--- config.mk ---
export PLATFORM = sky130hd
export DESIGN_NAME = pcr_top
export DESIGN_NICKNAME = d
export VERILOG_FILES = /design/src/logic/pcr_pkg.sv /design/src/logic/pcr_chan.sv /design/src/logic/pcr_top.sv
export SDC_FILE = /design/constraint.sdc
export NUM_CORES = 1
export LEC_CHECK = 0
export BUFFER_PORTS_ARGS = -buffer_cell sky130_fd_sc_hd__buf_2
export CAP_MARGIN = 20
export CORE_UTILIZATION = 40
export DETAILED_ROUTE_END_ITERATION = 8
export SLEW_MARGIN = 40
export SYNTH_ARGS = -nofsm -noshare
export SYNTH_HDL_FRONTEND = slang
export SYNTH_SLANG_ARGS = --single-unit
--- constraint.sdc ---
create_clock -name clk -period 2.6 [get_ports clk]
set_input_delay 0.13 -clock clk [delete_from_list [all_inputs] [get_ports clk]]
set_output_delay 0.13 -clock clk [all_outputs]
set_load 0.005 [all_outputs]
--- src/logic/pcr_pkg.sv ---
`default_nettype none
package pcr_pkg;
	// Direct addresses of the general registers; page bytes also answer at 4002h to 4004h.
	localparam logic [15:0] ADDR_SOFT_RST = 16'h0000;
	localparam logic [15:0] ADDR_PAGE_LO = 16'h0002;
	localparam logic [15:0] ADDR_PAGE_MID = 16'h0003;
	localparam logic [15:0] ADDR_PAGE_HI = 16'h0004;
	localparam logic [3:0] ALIAS_AREA = 4'h4;
	localparam logic [15:0] ADDR_MASTER_SEL = 16'h0012;
	localparam logic [15:0] ADDR_PDN = 16'h0020;
	// Upper address nibbles of the paged and direct digital areas; the link area uses the top three bits.
	localparam logic [3:0] AREA_DDC = 4'h5;
	localparam logic [3:0] AREA_MAIN = 4'h6;
	localparam logic [2:0] AREA_LINK = 3'h3;
	// Area codes passed to each channel bank.
	localparam logic [1:0] SEL_NONE = 2'h0;
	localparam logic [1:0] SEL_MAIN = 2'h1;
	localparam logic [1:0] SEL_DDC = 2'h2;
	localparam logic [1:0] SEL_LINK = 2'h3;
	// Offsets inside a channel's area.
	localparam logic [11:0] OFF_DIG_RST = 12'h000;
	localparam logic [11:0] OFF_DDC_EN = 12'h000;
	localparam logic [11:0] OFF_DECIM = 12'h001;
	localparam logic [11:0] OFF_NCO_LO = 12'h007;
	localparam logic [11:0] OFF_NCO_HI = 12'h008;
	localparam logic [11:0] OFF_GAIN = 12'h014;
	localparam logic [11:0] OFF_LINK_MODE = 12'h002;
	localparam logic [11:0] OFF_SCRAM = 12'h006;
	// Field positions.
	localparam int SRST_HI_BIT = 7;
	localparam int SRST_LO_BIT = 0;
	localparam int MASTER_SEL_BIT = 2;
	localparam int GPDN_BIT = 0;
	localparam int SCRAM_BIT = 7;
	localparam int ENABLE_BIT = 0;
	// Reset values.
	localparam logic [23:0] SEL_RST = 24'h000000;
	localparam logic [7:0] BYTE_RST = 8'h00;
	localparam logic [15:0] WORD_RST = 16'h0000;
	// Selector codes of the digital pages.
	localparam logic [23:0] PAGE_VAL_MAIN_A = 24'h680000;
	localparam logic [23:0] PAGE_VAL_MAIN_B = 24'h680100;
	localparam logic [23:0] PAGE_VAL_FUNC_A = 24'h610000;
	localparam logic [23:0] PAGE_VAL_FUNC_B = 24'h610100;
	localparam logic [23:0] PAGE_VAL_LINK = 24'h690000;

	typedef enum logic [2:0] {PAGE_NONE, PAGE_MAIN_A, PAGE_MAIN_B, PAGE_FUNC_A,
		PAGE_FUNC_B, PAGE_LINK} pcr_page_e;

	// Maps a selector value to the page it names; unknown values select nothing.
	function automatic pcr_page_e pcr_decode(input logic [23:0] sel);
		pcr_page_e p;
		p = PAGE_NONE;
		case (sel)
			PAGE_VAL_MAIN_A: p = PAGE_MAIN_A;
			PAGE_VAL_MAIN_B: p = PAGE_MAIN_B;
			PAGE_VAL_FUNC_A: p = PAGE_FUNC_A;
			PAGE_VAL_FUNC_B: p = PAGE_FUNC_B;
			PAGE_VAL_LINK: p = PAGE_LINK;
			default: p = PAGE_NONE;
		endcase
		return p;
	endfunction
endpackage
`default_nettype wire

--- src/logic/pcr_chan.sv ---
`timescale 1ns/1ps
`default_nettype none
module pcr_chan
(
	input wire logic clk,
	input wire logic arst_n,
	input wire logic ce,
	input wire logic sw_rst,
	input wire logic wr,
	input wire logic [1:0] area,
	input wire logic [11:0] off,
	input wire logic [7:0] wdata,
	output logic [7:0] rd_word,
	output logic dig_rst,
	output logic ddc_en,
	output logic [7:0] decim,
	output logic [15:0] nco_word,
	output logic gain6_en,
	output logic scram_en,
	output logic fmt_mode
);
	logic dig_rst_ff, ddc_en_ff, gain_ff, scram_ff, mode_ff;
	logic [7:0] decim_ff;
	logic [15:0] nco_ff;
	logic w_main, w_ddc, w_link;

	assign w_main = wr && (area == pcr_pkg::SEL_MAIN);
	assign w_ddc = wr && (area == pcr_pkg::SEL_DDC);
	assign w_link = wr && (area == pcr_pkg::SEL_LINK);

	// Per-channel configuration; a software reset returns every field to zero.
	always_ff @(posedge clk or negedge arst_n)
	begin
		if (!arst_n)
		begin
			dig_rst_ff <= 1'b0;
			ddc_en_ff <= 1'b0;
			decim_ff <= pcr_pkg::BYTE_RST;
			nco_ff <= pcr_pkg::WORD_RST;
			gain_ff <= 1'b0;
			scram_ff <= 1'b0;
			mode_ff <= 1'b0;
		end
		else if (ce)
		begin
			if (sw_rst)
			begin
				dig_rst_ff <= 1'b0;
				ddc_en_ff <= 1'b0;
				decim_ff <= pcr_pkg::BYTE_RST;
				nco_ff <= pcr_pkg::WORD_RST;
				gain_ff <= 1'b0;
				scram_ff <= 1'b0;
				mode_ff <= 1'b0;
			end
			else
			begin
				if (w_main && off == pcr_pkg::OFF_DIG_RST)
					dig_rst_ff <= wdata[pcr_pkg::ENABLE_BIT];
				if (w_ddc && off == pcr_pkg::OFF_DDC_EN)
					ddc_en_ff <= wdata[pcr_pkg::ENABLE_BIT];
				if (w_ddc && off == pcr_pkg::OFF_DECIM)
					decim_ff <= wdata;
				if (w_ddc && off == pcr_pkg::OFF_NCO_LO)
					nco_ff[7:0] <= wdata;
				if (w_ddc && off == pcr_pkg::OFF_NCO_HI)
					nco_ff[15:8] <= wdata;
				if (w_ddc && off == pcr_pkg::OFF_GAIN)
					gain_ff <= wdata[pcr_pkg::ENABLE_BIT];
				if (w_link && off == pcr_pkg::OFF_SCRAM)
					scram_ff <= wdata[pcr_pkg::SCRAM_BIT];
				if (w_link && off == pcr_pkg::OFF_LINK_MODE)
					mode_ff <= wdata[pcr_pkg::ENABLE_BIT];
			end
		end
	end

	// Read-back of the addressed field; unmapped offsets read zero.
	always_comb
	begin
		rd_word = 8'h00;
		case (area)
			pcr_pkg::SEL_MAIN:
				if (off == pcr_pkg::OFF_DIG_RST)
					rd_word = {7'h00, dig_rst_ff};
			pcr_pkg::SEL_DDC:
				case (off)
					pcr_pkg::OFF_DDC_EN: rd_word = {7'h00, ddc_en_ff};
					pcr_pkg::OFF_DECIM: rd_word = decim_ff;
					pcr_pkg::OFF_NCO_LO: rd_word = nco_ff[7:0];
					pcr_pkg::OFF_NCO_HI: rd_word = nco_ff[15:8];
					pcr_pkg::OFF_GAIN: rd_word = {7'h00, gain_ff};
					default: rd_word = 8'h00;
				endcase
			pcr_pkg::SEL_LINK:
				case (off)
					pcr_pkg::OFF_SCRAM: rd_word = {scram_ff, 7'h00};
					pcr_pkg::OFF_LINK_MODE: rd_word = {7'h00, mode_ff};
					default: rd_word = 8'h00;
				endcase
			default: rd_word = 8'h00;
		endcase
	end

	assign dig_rst = dig_rst_ff;
	assign ddc_en = ddc_en_ff;
	assign decim = decim_ff;
	assign nco_word = nco_ff;
	assign gain6_en = gain_ff;
	assign scram_en = scram_ff;
	assign fmt_mode = mode_ff;

	// Checks on the channel fields.
	a_scram_write: assert property (@(posedge clk) disable iff (!arst_n)
		ce && !sw_rst && w_link && off == pcr_pkg::OFF_SCRAM && wdata == 8'h80
		|=> scram_en)
		else $error("scrambler enable not taken");
	a_dig_reset: assert property (@(posedge clk) disable iff (!arst_n)
		ce && !sw_rst && w_main && off == pcr_pkg::OFF_DIG_RST
		|=> dig_rst == $past(wdata[0]))
		else $error("digital reset bit does not follow write");
	a_decim_mode: assert property (@(posedge clk) disable iff (!arst_n)
		ce && !sw_rst && w_ddc && off == pcr_pkg::OFF_DECIM && wdata == 8'h02
		|=> decim == 8'h02)
		else $error("decimation mode not stored");
	a_nco_bytes: assert property (@(posedge clk) disable iff (!arst_n)
		ce && !sw_rst && w_ddc && off == pcr_pkg::OFF_NCO_HI
		|=> nco_word[15:8] == $past(wdata) && $stable(nco_word[7:0]))
		else $error("oscillator high byte wrong");
	a_gain_enable: assert property (@(posedge clk) disable iff (!arst_n)
		ce && !sw_rst && w_ddc && off == pcr_pkg::OFF_GAIN && wdata == 8'h01
		|=> gain6_en)
		else $error("gain stage not enabled");
endmodule // pcr_chan
`default_nettype wire

--- src/logic/pcr_top.sv ---
// What this block does
// - Software reset fires only when one write sets bits 7 and 0 together.
// - Both reset bits return to zero by themselves after the reset.
// - Three page bytes form a 24-bit selector choosing the paged destination.
// - 680000h main page first, 680100h main page second, 690000h link page.
// - 610000h function page first channel, 610100h function page second channel.
// - Selector bits 15:8 at 003h, 7:0 at 002h, 23:16 at 004h, reset zero.
// - On link page, 80h at 6006h or 7006h enables a channel's scrambler.
// - On main page, 01h at 6000h holds channel digital reset; 00h releases.
// - With 004h at 68h, byte 4003h 00h picks first, 01h second channel.
// - On link page, 01h at 6002h or 7002h sets channel format bit.
// - 01h at 5000h enables the first channel down-converter path.
// - 02h at 5001h or 5801h selects factor-eight complex decimation.
// - Oscillator word is low byte at x007h, high byte at x008h.
// - 01h at 5014h or 5814h enables the 6-dB gain stage.
`timescale 1ns/1ps
`default_nettype none
module pcr_top
#(
	parameter int ADDR_W = 16,
	parameter int NCH = 2
)
(
	input wire logic clk,
	input wire logic arst_n,
	input wire logic ce,
	input wire logic wr_en,
	input wire logic rd_en,
	input wire logic [ADDR_W-1:0] addr,
	input wire logic [7:0] wdata,
	output logic [7:0] rd_data,
	output logic rd_valid,
	output logic soft_reset,
	output logic [23:0] link_bank_page_selector,
	output logic page_main_a,
	output logic page_main_b,
	output logic page_func_a,
	output logic page_func_b,
	output logic page_link,
	output logic master_page,
	output logic global_pdn,
	output logic [NCH-1:0] dig_rst,
	output logic [NCH-1:0] ddc_en,
	output logic [NCH-1:0][7:0] decim,
	output logic [NCH-1:0][15:0] nco_word,
	output logic [NCH-1:0] gain6_en,
	output logic [NCH-1:0] scram_en,
	output logic [NCH-1:0] fmt_mode
);
	// The address decode is written for a 16-bit space and exactly two channels.
	if (ADDR_W != 16 || NCH != 2)
	begin : g_bad_param
		$error("pcr_top supports only ADDR_W 16 and NCH 2");
	end

	logic sw_rst_ff;
	logic [7:0] sel_lo_ff, sel_mid_ff, sel_hi_ff;
	logic [23:0] nxt_sel;
	pcr_pkg::pcr_page_e page_ff;
	logic master_ff, gpdn_ff;
	logic [7:0] rd_data_ff;
	logic rd_valid_ff;
	logic wr_ok, rd_ok;
	logic [1:0] ch_area [NCH];
	logic [11:0] ch_off [NCH];
	logic [7:0] ch_rd [NCH];
	logic [NCH-1:0] ch_hit;

	// True when the address names a page byte, directly or through its alias.
	function automatic logic is_page_byte(input logic [15:0] a, input logic [15:0] reg_addr);
		return (a[11:0] == reg_addr[11:0]) && (a[15:12] == 4'h0 || a[15:12] == pcr_pkg::ALIAS_AREA);
	endfunction

	// A write during the reset cycle is dropped so the reset leaves a clean state.
	assign wr_ok = ce && wr_en && !sw_rst_ff;
	assign rd_ok = ce && rd_en;

	// Software reset: lasts one cycle and both bits then read zero again.
	always_ff @(posedge clk or negedge arst_n)
	begin
		if (!arst_n)
			sw_rst_ff <= 1'b0;
		else if (ce)
			sw_rst_ff <= wr_ok && addr == pcr_pkg::ADDR_SOFT_RST
				&& wdata[pcr_pkg::SRST_HI_BIT] && wdata[pcr_pkg::SRST_LO_BIT];
	end

	// Next selector value; bytes change only when their own address is written or a software reset clears them.
	always_comb
	begin
		nxt_sel = {sel_hi_ff, sel_mid_ff, sel_lo_ff};
		if (sw_rst_ff)
			nxt_sel = pcr_pkg::SEL_RST;
		else if (wr_ok)
		begin
			if (is_page_byte(addr, pcr_pkg::ADDR_PAGE_LO))
				nxt_sel[7:0] = wdata;
			if (is_page_byte(addr, pcr_pkg::ADDR_PAGE_MID))
				nxt_sel[15:8] = wdata;
			if (is_page_byte(addr, pcr_pkg::ADDR_PAGE_HI))
				nxt_sel[23:16] = wdata;
		end
	end

	// Selector bytes and the decoded page move together, so a paged access in the
	// cycle right after a page write already reaches the new page.
	always_ff @(posedge clk or negedge arst_n)
	begin
		if (!arst_n)
		begin
			sel_lo_ff <= pcr_pkg::BYTE_RST;
			sel_mid_ff <= pcr_pkg::BYTE_RST;
			sel_hi_ff <= pcr_pkg::BYTE_RST;
			page_ff <= pcr_pkg::PAGE_NONE;
		end
		else if (ce)
		begin
			sel_lo_ff <= nxt_sel[7:0];
			sel_mid_ff <= nxt_sel[15:8];
			sel_hi_ff <= nxt_sel[23:16];
			page_ff <= pcr_pkg::pcr_decode(nxt_sel);
		end
	end

	// Master page select and global power-down; 20h only takes effect on the master page.
	always_ff @(posedge clk or negedge arst_n)
	begin
		if (!arst_n)
		begin
			master_ff <= 1'b0;
			gpdn_ff <= 1'b0;
		end
		else if (ce)
		begin
			if (sw_rst_ff)
			begin
				master_ff <= 1'b0;
				gpdn_ff <= 1'b0;
			end
			else if (wr_ok)
			begin
				if (addr == pcr_pkg::ADDR_MASTER_SEL)
					master_ff <= wdata[pcr_pkg::MASTER_SEL_BIT];
				if (addr == pcr_pkg::ADDR_PDN && master_ff)
					gpdn_ff <= wdata[pcr_pkg::GPDN_BIT];
			end
		end
	end

	// Channel banks: the down-converter area is direct, main and link areas are paged.
	for (genvar c = 0; c < NCH; c++)
	begin : g_chan
		always_comb
		begin
			ch_area[c] = pcr_pkg::SEL_NONE;
			ch_off[c] = addr[11:0];
			if (addr[15:12] == pcr_pkg::AREA_DDC && addr[11] == 1'(c))
			begin
				ch_area[c] = pcr_pkg::SEL_DDC;
				ch_off[c] = {1'b0, addr[10:0]};
			end
			else if (page_ff == pcr_pkg::PAGE_LINK && addr[15:13] == pcr_pkg::AREA_LINK
				&& addr[12] == 1'(c))
				ch_area[c] = pcr_pkg::SEL_LINK;
			else if (addr[15:12] == pcr_pkg::AREA_MAIN
				&& page_ff == (c == 0 ? pcr_pkg::PAGE_MAIN_A : pcr_pkg::PAGE_MAIN_B))
				ch_area[c] = pcr_pkg::SEL_MAIN;
		end
		assign ch_hit[c] = ch_area[c] != pcr_pkg::SEL_NONE;

		pcr_chan u_chan
		(
			.clk(clk),
			.arst_n(arst_n),
			.ce(ce),
			.sw_rst(sw_rst_ff),
			.wr(wr_ok),
			.area(ch_area[c]),
			.off(ch_off[c]),
			.wdata(wdata),
			.rd_word(ch_rd[c]),
			.dig_rst(dig_rst[c]),
			.ddc_en(ddc_en[c]),
			.decim(decim[c]),
			.nco_word(nco_word[c]),
			.gain6_en(gain6_en[c]),
			.scram_en(scram_en[c]),
			.fmt_mode(fmt_mode[c])
		);
	end

	// Registered read port; unmapped addresses answer zero one cycle later.
	always_ff @(posedge clk or negedge arst_n)
	begin
		if (!arst_n)
		begin
			rd_data_ff <= 8'h00;
			rd_valid_ff <= 1'b0;
		end
		else if (ce)
		begin
			rd_valid_ff <= rd_ok;
			if (rd_ok)
			begin
				if (addr == pcr_pkg::ADDR_SOFT_RST)
					rd_data_ff <= {sw_rst_ff, 6'h00, sw_rst_ff};
				else if (is_page_byte(addr, pcr_pkg::ADDR_PAGE_LO))
					rd_data_ff <= sel_lo_ff;
				else if (is_page_byte(addr, pcr_pkg::ADDR_PAGE_MID))
					rd_data_ff <= sel_mid_ff;
				else if (is_page_byte(addr, pcr_pkg::ADDR_PAGE_HI))
					rd_data_ff <= sel_hi_ff;
				else if (addr == pcr_pkg::ADDR_MASTER_SEL)
					rd_data_ff <= {5'h00, master_ff, 2'h0};
				else if (addr == pcr_pkg::ADDR_PDN)
					rd_data_ff <= {7'h00, gpdn_ff};
				else if (ch_hit[0])
					rd_data_ff <= ch_rd[0];
				else if (ch_hit[1])
					rd_data_ff <= ch_rd[1];
				else
					rd_data_ff <= 8'h00;
			end
		end
	end

	assign rd_data = rd_data_ff;
	assign rd_valid = rd_valid_ff;
	assign soft_reset = sw_rst_ff;
	assign link_bank_page_selector = {sel_hi_ff, sel_mid_ff, sel_lo_ff};
	assign page_main_a = page_ff == pcr_pkg::PAGE_MAIN_A;
	assign page_main_b = page_ff == pcr_pkg::PAGE_MAIN_B;
	assign page_func_a = page_ff == pcr_pkg::PAGE_FUNC_A;
	assign page_func_b = page_ff == pcr_pkg::PAGE_FUNC_B;
	assign page_link = page_ff == pcr_pkg::PAGE_LINK;
	assign master_page = master_ff;
	assign global_pdn = gpdn_ff;

	// Checks on reset, selector and page decode.
	a_swrst_trigger: assert property (@(posedge clk) disable iff (!arst_n)
		ce && wr_en && !soft_reset && addr == 16'h0000 && wdata == 8'h81 |=> soft_reset)
		else $error("soft reset not triggered");
	a_swrst_single_bit: assert property (@(posedge clk) disable iff (!arst_n)
		ce && wr_en && addr == 16'h0000 && wdata[7] != wdata[0] |=> !soft_reset)
		else $error("soft reset from one bit");
	a_swrst_selfclr: assert property (@(posedge clk) disable iff (!arst_n)
		ce && soft_reset |=> !soft_reset && link_bank_page_selector == 24'h000000)
		else $error("soft reset did not clear");
	a_sel_mid_byte: assert property (@(posedge clk) disable iff (!arst_n)
		ce && wr_en && !soft_reset && addr == 16'h4003
		|=> link_bank_page_selector[15:8] == $past(wdata))
		else $error("selector mid byte wrong");
	a_page_main_b: assert property (@(posedge clk) disable iff (!arst_n)
		link_bank_page_selector == 24'h680100 |-> page_main_b && !page_main_a)
		else $error("main page second channel not decoded");
	a_page_link: assert property (@(posedge clk) disable iff (!arst_n)
		link_bank_page_selector == 24'h690000 |-> page_link)
		else $error("link page not decoded");
	a_page_func: assert property (@(posedge clk) disable iff (!arst_n)
		page_func_a || page_func_b
		|-> link_bank_page_selector[23:16] == 8'h61 && link_bank_page_selector[7:0] == 8'h00)
		else $error("function page from wrong selector");
	a_sel_hold: assert property (@(posedge clk) disable iff (!arst_n)
		!(ce && (wr_en || soft_reset)) |=> $stable(link_bank_page_selector) && $stable(page_ff))
		else $error("selector changed without a write");
	a_read_latency: assert property (@(posedge clk) disable iff (!arst_n)
		ce && rd_en && addr == 16'h0000 && !soft_reset ##1 ce |-> rd_valid && rd_data == 8'h00)
		else $error("reset register read wrong");

	// Checks on the master page and the power-down that it guards.
	a_master_sel: assert property (@(posedge clk) disable iff (!arst_n)
		ce && wr_en && !soft_reset && addr == 16'h0012 |=> master_page == $past(wdata[2]))
		else $error("master page bit not stored");
	a_pdn_guarded: assert property (@(posedge clk) disable iff (!arst_n)
		ce && wr_en && !soft_reset && addr == 16'h0020 && !master_page
		|=> $stable(global_pdn))
		else $error("power-down taken off the master page");
	a_pdn_set: assert property (@(posedge clk) disable iff (!arst_n)
		ce && wr_en && !soft_reset && addr == 16'h0020 && master_page
		|=> global_pdn == $past(wdata[0]))
		else $error("power-down bit not stored");

	// Checks on the low and high selector bytes and on the 680000h, 610000h, 610100h and unknown page codes.
	a_sel_lo_byte: assert property (@(posedge clk) disable iff (!arst_n)
		ce && wr_en && !soft_reset && (addr == 16'h0002 || addr == 16'h4002)
		|=> link_bank_page_selector[7:0] == $past(wdata))
		else $error("selector low byte wrong");
	a_sel_hi_byte: assert property (@(posedge clk) disable iff (!arst_n)
		ce && wr_en && !soft_reset && (addr == 16'h0004 || addr == 16'h4004)
		|=> link_bank_page_selector[23:16] == $past(wdata))
		else $error("selector high byte wrong");
	a_page_main_a: assert property (@(posedge clk) disable iff (!arst_n)
		link_bank_page_selector == 24'h680000 |-> page_main_a && !page_main_b && !page_link)
		else $error("main page first channel not decoded");
	a_page_func_a: assert property (@(posedge clk) disable iff (!arst_n)
		link_bank_page_selector == 24'h610000 |-> page_func_a && !page_func_b)
		else $error("function page first channel not decoded");
	a_page_func_b: assert property (@(posedge clk) disable iff (!arst_n)
		link_bank_page_selector == 24'h610100 |-> page_func_b && !page_func_a)
		else $error("function page second channel not decoded");
	a_page_unknown: assert property (@(posedge clk) disable iff (!arst_n)
		!(link_bank_page_selector inside {24'h680000, 24'h680100, 24'h610000, 24'h610100,
		24'h690000}) |-> !(page_main_a || page_main_b || page_func_a || page_func_b || page_link))
		else $error("page flag without a matching selector");

	// Paged and direct writes reach only the channel that the page or address names.
	a_dig_route_b: assert property (@(posedge clk) disable iff (!arst_n)
		ce && wr_en && !soft_reset && page_main_b && addr == 16'h6000
		|=> dig_rst[1] == $past(wdata[0]) && $stable(dig_rst[0]))
		else $error("digital reset reached the wrong channel");
	a_dig_route_a: assert property (@(posedge clk) disable iff (!arst_n)
		ce && wr_en && !soft_reset && page_main_a && addr == 16'h6000
		|=> dig_rst[0] == $past(wdata[0]) && $stable(dig_rst[1]))
		else $error("digital reset of first channel wrong");
	a_scram_route: assert property (@(posedge clk) disable iff (!arst_n)
		ce && wr_en && !soft_reset && page_link && addr == 16'h7006 && wdata == 8'h80
		|=> scram_en[1])
		else $error("second channel scrambler not enabled");
	a_mode_route: assert property (@(posedge clk) disable iff (!arst_n)
		ce && wr_en && !soft_reset && page_link && addr == 16'h6002 && wdata == 8'h01
		|=> fmt_mode[0])
		else $error("first channel format bit not set");
	a_paged_refused: assert property (@(posedge clk) disable iff (!arst_n)
		ce && wr_en && !soft_reset && !page_link && !page_main_a && !page_main_b
		&& addr[15:13] == 3'h3 |=> $stable(dig_rst) && $stable(scram_en) && $stable(fmt_mode))
		else $error("paged write taken with no page selected");
	a_ddc_direct: assert property (@(posedge clk) disable iff (!arst_n)
		ce && wr_en && !soft_reset && addr == 16'h5000
		|=> ddc_en[0] == $past(wdata[0]) && $stable(ddc_en[1]))
		else $error("down-converter enable wrong");
	a_decim_b: assert property (@(posedge clk) disable iff (!arst_n)
		ce && wr_en && !soft_reset && addr == 16'h5801 && wdata == 8'h02
		|=> decim[1] == 8'h02)
		else $error("second channel decimation not stored");
	a_nco_low_b: assert property (@(posedge clk) disable iff (!arst_n)
		ce && wr_en && !soft_reset && addr == 16'h5807
		|=> nco_word[1][7:0] == $past(wdata))
		else $error("second channel oscillator low byte wrong");

	// A soft reset leaves every field at zero; a page byte reads back its old value.
	a_swrst_clears: assert property (@(posedge clk) disable iff (!arst_n)
		ce && soft_reset |=> !master_page && !global_pdn && dig_rst == '0
		&& ddc_en == '0 && scram_en == '0 && fmt_mode == '0 && gain6_en == '0
		&& decim == '0 && nco_word == '0)
		else $error("soft reset left a field set");
	a_read_page_byte: assert property (@(posedge clk) disable iff (!arst_n)
		ce && rd_en && addr == 16'h0003
		|=> rd_valid && rd_data == $past(link_bank_page_selector[15:8]))
		else $error("selector mid byte read wrong");
endmodule // pcr_top
`default_nettype wire

# Word level (Yosys, flattened, before mapping)
# Cells that the tools add are included.
# classes
bitwise_logic,2
n_mux,66
eq_ne,37
reduce_logical,85
# op_table
cell,n
two-way mux 8 bit,19
"equality test 24 x 23 -> 1 bit, second input constant",5
case mux 8 bit (5 select lines),2
"equality test 12 x 3 -> 1 bit, second input constant",5
"equality test 12 x 2 -> 1 bit, second input constant",4
two-way mux 24 bit,2
case mux 8 bit (3 select lines),2
nonzero test 2 bit,21
logical AND 1 bit,39
AND reduction 2 bit,17
two-way mux 16 bit,2
case mux 8 bit (2 select lines),2
two-way mux 1 bit,30
"equality test 12 x 1 -> 1 bit, second input constant",2
"equality test 12 x 4 -> 1 bit, second input constant",2
"equality test 12 x 5 -> 1 bit, second input constant",2
zero test 12 bit,2
two-way mux 12 bit,2
"equality test 16 x 5 -> 1 bit, second input constant",1
"equality test 16 x 6 -> 1 bit, second input constant",1
zero test 16 bit,1
case mux 3 bit (5 select lines),1
"equality test 4 x 3 -> 1 bit, second input constant",3
"equality test 3 x 2 -> 1 bit, second input constant",3
other kinds (10),20
# word_totals
word_cells,215
regBits,97
out_inout_bits,99

# Depth between registers and ports, before layout
# logic_depth
ltp_word,15
ltp_mapped,9
mapped_depth_nobuf,6

# Cells and area by module
# A second synthesis with hierarchy kept.
# unflattened
hier_cells,674
area_unflattened_um2,6347.3
# modules_own_cells
mod,cells_per_inst,n_inst,area_per_inst_um2
pcr_top,252,1,2391.0
pcr_chan at g_chan[0].u_chan,218,1,2014.4
pcr_chan at g_chan[1].u_chan,204,1,1941.9

# Worst setup path before layout
# Ideal clock, no wire load.
# synth_timing
path_type,input to register
start,input addr[5]
end,register page_ff[2]
t_required_ps,2499
cell_stages,8
slack_ps,221
n_path_buf,2
arrival_ps,2278
cell_sequence,or4_1 buf_2 or4_4 nor2_2 buf_2 mux2i_1 nand4_1 o32ai_1
# synth_via
elab_chain_len,7
elab_cells_between_ends,17
# synth_rtl
element,line,text
"start, declared",pcr_top.sv:29,"input wire logic [ADDR_W-1:0] addr,"
equality test 12 x 2 -> 1 bit / equality test 12 x 3 -> 1 bit (equally long branches),pcr_top.sv:71,return (a[11:0] == reg_addr[11:0]) && (a[15:12] == 4'h0 || a[15:12] == pcr_pkg::ALIAS_AREA);
logical AND 1 bit,pcr_top.sv:71,
two-way mux 8 bit (on tied branches),"pcr_top.sv:96, pcr_top.sv:98, pcr_top.sv:100",
two-way mux 24 bit (*),pcr_top.sv:94,else if (wr_ok)
two-way mux 24 bit (*),pcr_top.sv:92,if (sw_rst_ff)
equality test 24 x 23 -> 1 bit,pcr_pkg.sv:54,case (sel)
case mux 3 bit (5 select lines) (*),pcr_pkg.sv:54,
"end signal, assigned",pcr_top.sv:114,page_ff <= pcr_pkg::PAGE_NONE;
"end signal, assigned",pcr_top.sv:121,page_ff <= pcr_pkg::pcr_decode(nxt_sel);
"end, declared",pcr_top.sv:59,pcr_pkg::pcr_page_e page_ff;
# Every way passes the cells marked *; elsewhere a longest branch is shown, timed or not.
# A chain may end at the register's enable or synchronous reset.

# Worst setup path after layout
# layout_timing
start,register page_ff[1]
end,register rd_data_ff[0] (netlist: rd_data[0])
# layout_via
elab_chain_len,15
elab_cells_between_ends,32
# layout_rtl
element,line,text
equality test 3 x 2 -> 1 bit / equality test 3 bit (equally long branches),"pcr_top.sv:166, pcr_top.sv:162",
logical AND 1 bit (on tied branches),"pcr_top.sv:166, pcr_top.sv:162",
two-way mux 1 bit / logical AND 1 bit (equally long branches),"pcr_top.sv:165, pcr_top.sv:163",
two-way mux 2 bit,pcr_top.sv:162,else if (page_ff == pcr_pkg::PAGE_LINK && addr[15:13] == pcr_pkg::AREA_LINK
two-way mux 2 bit,pcr_top.sv:157,if (addr[15:12] == pcr_pkg::AREA_DDC && addr[11] == 1'(c))
equality test 2 bit / equality test 2 x 1 -> 1 bit (equally long branches),pcr_chan.sv:82,case (area)
case mux 8 bit (3 select lines),pcr_chan.sv:82,
two-way mux 8 bit,pcr_top.sv:219,else if (ch_hit[1])
two-way mux 8 bit (*),pcr_top.sv:217,else if (ch_hit[0])
two-way mux 8 bit (*),pcr_top.sv:215,else if (addr == pcr_pkg::ADDR_PDN)
two-way mux 8 bit (*),pcr_top.sv:213,else if (addr == pcr_pkg::ADDR_MASTER_SEL)
two-way mux 8 bit (*),pcr_top.sv:211,"else if (is_page_byte(addr, pcr_pkg::ADDR_PAGE_HI))"
two-way mux 8 bit (*),pcr_top.sv:209,"else if (is_page_byte(addr, pcr_pkg::ADDR_PAGE_MID))"
two-way mux 8 bit (*),pcr_top.sv:207,"else if (is_page_byte(addr, pcr_pkg::ADDR_PAGE_LO))"
two-way mux 8 bit (*),pcr_top.sv:205,if (addr == pcr_pkg::ADDR_SOFT_RST)
"end signal, assigned",pcr_top.sv:206,"rd_data_ff <= {sw_rst_ff, 6'h00, sw_rst_ff};"
"end signal, assigned",pcr_top.sv:208,rd_data_ff <= sel_lo_ff;
"end signal, assigned",pcr_top.sv:210,rd_data_ff <= sel_mid_ff;
"end, declared",pcr_top.sv:61,logic [7:0] rd_data_ff;
# Marks and branches as above.

==> results.py <==
metrics = {
    "placed_design": {
        "hpwl_um": 14900,
        "gp_congestion": 0.958,
        "port_buffers": 127,
    },
    "logic_synthesis": {
        "synth_top_family_by_area": "simple AND/OR/NAND/NOR gates",
        "yosys.area.top_type": "dfrtp_1",
        "synth_warnings": 0,
        "syn_area_um2": 5370,
        "yosysTopAreaCellShare": 0.452,
        "synthTopCellsByCount": "dfrtp_1, nand2_1, o21ai_0",
        "seq_area_frac_synth": 0.452,
        "yosys.area_share.simple": 0.220,
        "synth-seq-cells": 97,
        "synth-xor-area-share": 0.00163,
        "synthMuxAreaShare": 0.0717,
        "post-synth-top-count-cell": "dfrtp_1",
        "synthTopCellsByArea": "dfrtp_1, mux2_2, nand2_1",
        "synth_nets": 589,
        "synthAdderAreaFrac": 0,
        "synth-compound-area-share": 0.211,
        "synth_edf_count": 0,
        "synth_area_per_cell_um2": 9.60,
        "synth.distinct_cells": 79,
        "synth_ff_type": "dfrtp_1",
        "synth-async-reset-ratio": 1.00,
        "synth_cells": 560,
    },
    "setup_path": {
        "critPathKind": "reg2reg",
        "startpoint_type": "register",
        "critPathMaxStageDelay_ns": 0.56,
        "path_buf_inv": 0,
        "cp.arrival_ns": 2.61,
        "path_delay_family": "simple AND/OR/NAND/NOR gates",
        "critical_path.cell_chain": "nand3b_1 -> or4_1 -> nor4_1 -> a31oi_1 -> a311oi_1 -> o32a_1",
        "cp_max_fo": 4,
        "cp.required_ns": 2.89,
        "cp_slowest_cell": "or4_1",
        "crit_path_end_kind": "register",
    },
    "sta": {
        "hold_violations": 0,
        "finalClockSkew_ns": 0.00899,
        "post-route-min-period_ns": 2.32,
        "worst_pin_slew_ns": 0.702,
        "setup_tns_ns": 0,
        "drv_slew": 0,
        "slew_headroom": 0.525,
        "fin_crit_sh": 0.892,
        "hold_ws_ns": 0.112,
        "clock.fmax_ghz": 0.431,
        "setup_viol": 0,
        "rsz0062_at_grt": "no",
    },
    "cts": {
        "clk_path_buf_depth": 2,
        "clk_latency_ns": 0.35,
        "cts-root-buf": "clkbuf_16",
        "clk_pin_slew_ns": 0.07,
        "post_cts_buffers": 0,
        "hold_buffers": 1,
        "cts-htree-levels": 3,
        "cts_num_sinks": 97,
        "numCtsBuffers": 9,
        "cts_resized": 0,
        "cts_tree": "built",
    },
    "routing": {
        "vias": 5317,
        "routedWlPerCell_um": 22.1,
        "drc": 0,
        "wl_um": 19400,
        "vias_per_cell": 6.06,
        "ant_nets": 0,
        "detail_route.first_pass.iterations": 6,
        "drt_iter0_drc": 526,
    },
    "global_routing": {
        "grt.overflow.total": 0,
        "grt.total_usage": 0.286,
        "grt_pass1_vias": 5186,
        "grt_pass1_wl_um": 30000,
        "grt_antenna_before_repair": 0,
        "grt_start_max_net_pins": 60,
    },
    "flow_run": {
        "maxCapViolations": 0,
    },
    "power": {
        "swShare": 0.245,
        "power.density_nw_per_um2": 532,
        "power_switching_mw": 0.876,
        "finalPower_mw": 3.58,
        "seqPwrFrac": 0.459,
        "p_clk_frac": 0.427,
        "combPwrFrac": 0.114,
        "leakagePower_nw": 3.14,
        "peakVddDrop_mv": 0.332,
        "internal-power_mw": 2.71,
    },
    "cells_and_area": {
        "area_growth_pct": 25.2,
        "nFillCells": 1193,
        "layout.nets": 732,
        "diodes": 0,
        "layout-drive-gt1-share": 0.329,
        "final_core_util": 0.523,
    },
    "worst_hold_path": {
        "hold_path_class": "in2reg",
    },
    "floorplanning": {
        "rows": 41,
        "die_x_um": 118,
        "io_pins": 128,
        "die_area_um2": 13900,
        "start_util": 0.417,
        "die_h_um": 118,
        "core_area_um2": 12900,
    },
    "run_status": {
        "outcome": "completed",
    },
}
-- final timing paths --
path | from | to | slack, ns | cells after the start
max in group asynchronous | arst_n | rd_valid | 1.64 | 3
worst max register to register | page_ff[1] | rd_data[0] | 0.28 | 6
worst min-delay path | wdata[0] | sel_lo_ff[0] | 0.11 | 2
worst min register to register | rd_valid | rd_valid | 0.51 | 1
min in group asynchronous | arst_n | rd_data[0] | 0.32 | 2
worst max-delay path | page_ff[1] | rd_data[0] | 0.28 | 6
-- layout by cell type (no fill, tap or decap), drive strengths merged, types with 3 or more instances in the layout --
cell type / instances
bufinv: 3
nor4: 14
o22ai: 4
nor3b: 3
or3: 3
dfrtp: 97
or4b: 3
nand3b: 7
nand2: 69
nor4b: 4
nand3: 15
and3: 6
nor2b: 12
o21ai: 46
a21o: 7
inv: 8
buf: 172
a22oi: 6
a221oi: 3
or2: 4
mux2i: 10
nand2b: 3
a222oi: 10
a21oi: 19
nor2: 36
mux2: 25
a211oi: 4
o2bb2ai: 4
clkbuf: 11
a311oi: 3
nand4: 12
a31oi: 5
nor3: 13
or4: 6
o31ai: 5
a22o: 19
o211ai: 7
-- cell type report --
cell class                      instances  area (µm²)  area share
Multi-Input combinational cell        413        2720       0.404
Sequential cell                        97        2430       0.361
Timing Repair Buffer                  173        1000       0.149
Clock buffer                           11         243      0.0361
Tap cell                              172         215      0.0320
Clock inverter                          3        90.1      0.0134
Inverter                                9        33.8     0.00502
-- worst register-to-register path: cells and delay by family, from the launching register on --
kind / cells / cell delay [ns]
AND/OR/NAND/NOR: 3 / 1.20
AO/OA/AOI/OAI: 3 / 0.70
flip-flops: 1 / 0.37
-- per-stage QoR --
step	area [µm²]	setup WS (ns)	instances
6_report	6730	0.281	878
5_1_grt	6730	0.205	878
4_1_cts	6730	0.336	878
3_5_place_dp	6380	0.0462	863
3_3_place_gp	6380	0.0833	863
2_1_floorplan	5370	0.221	560
-- power groups by stage --
stage                     logic, mW  registers (mW)  clock network (mW)
after CTS                     0.410            1.64                1.54
final                         0.410            1.64                1.53
after global placement        0.400            1.67                   0
after global routing          0.451            1.65                1.61
after detailed placement      0.408            1.67                   0
after floorplan               0.181            1.66                   0
-- flip-flops by register name (all words and copies together) (netlist names) --
register	count
sel_mid_ff	8
g_chan.u_chan.nco_word	32
g_chan.u_chan.scram_en	2
g_chan.u_chan.decim	16
page_ff	3
sel_lo_ff	8
rd_valid	1
g_chan.u_chan.ddc_en	2
global_pdn	1
g_chan.u_chan.gain6_en	2
master_page	1
sel_hi_ff	8
soft_reset	1
g_chan.u_chan.dig_rst	2
rd_data	8
g_chan.u_chan.fmt_mode	2
-- cells by family after synthesis --
group           Yosys count
buf+inv                  50
xor+xnor                  1
mux                      35
flops                    97
compound gates          158
simple gates            219
-- layer usage --
layer	global-route usage	routed length, µm
met1	0.392	8320
met2	0.440	8860
met3	0.0606	1650
met4	0.114	569
met5	0	0
(Power assumes the default switching activity.)
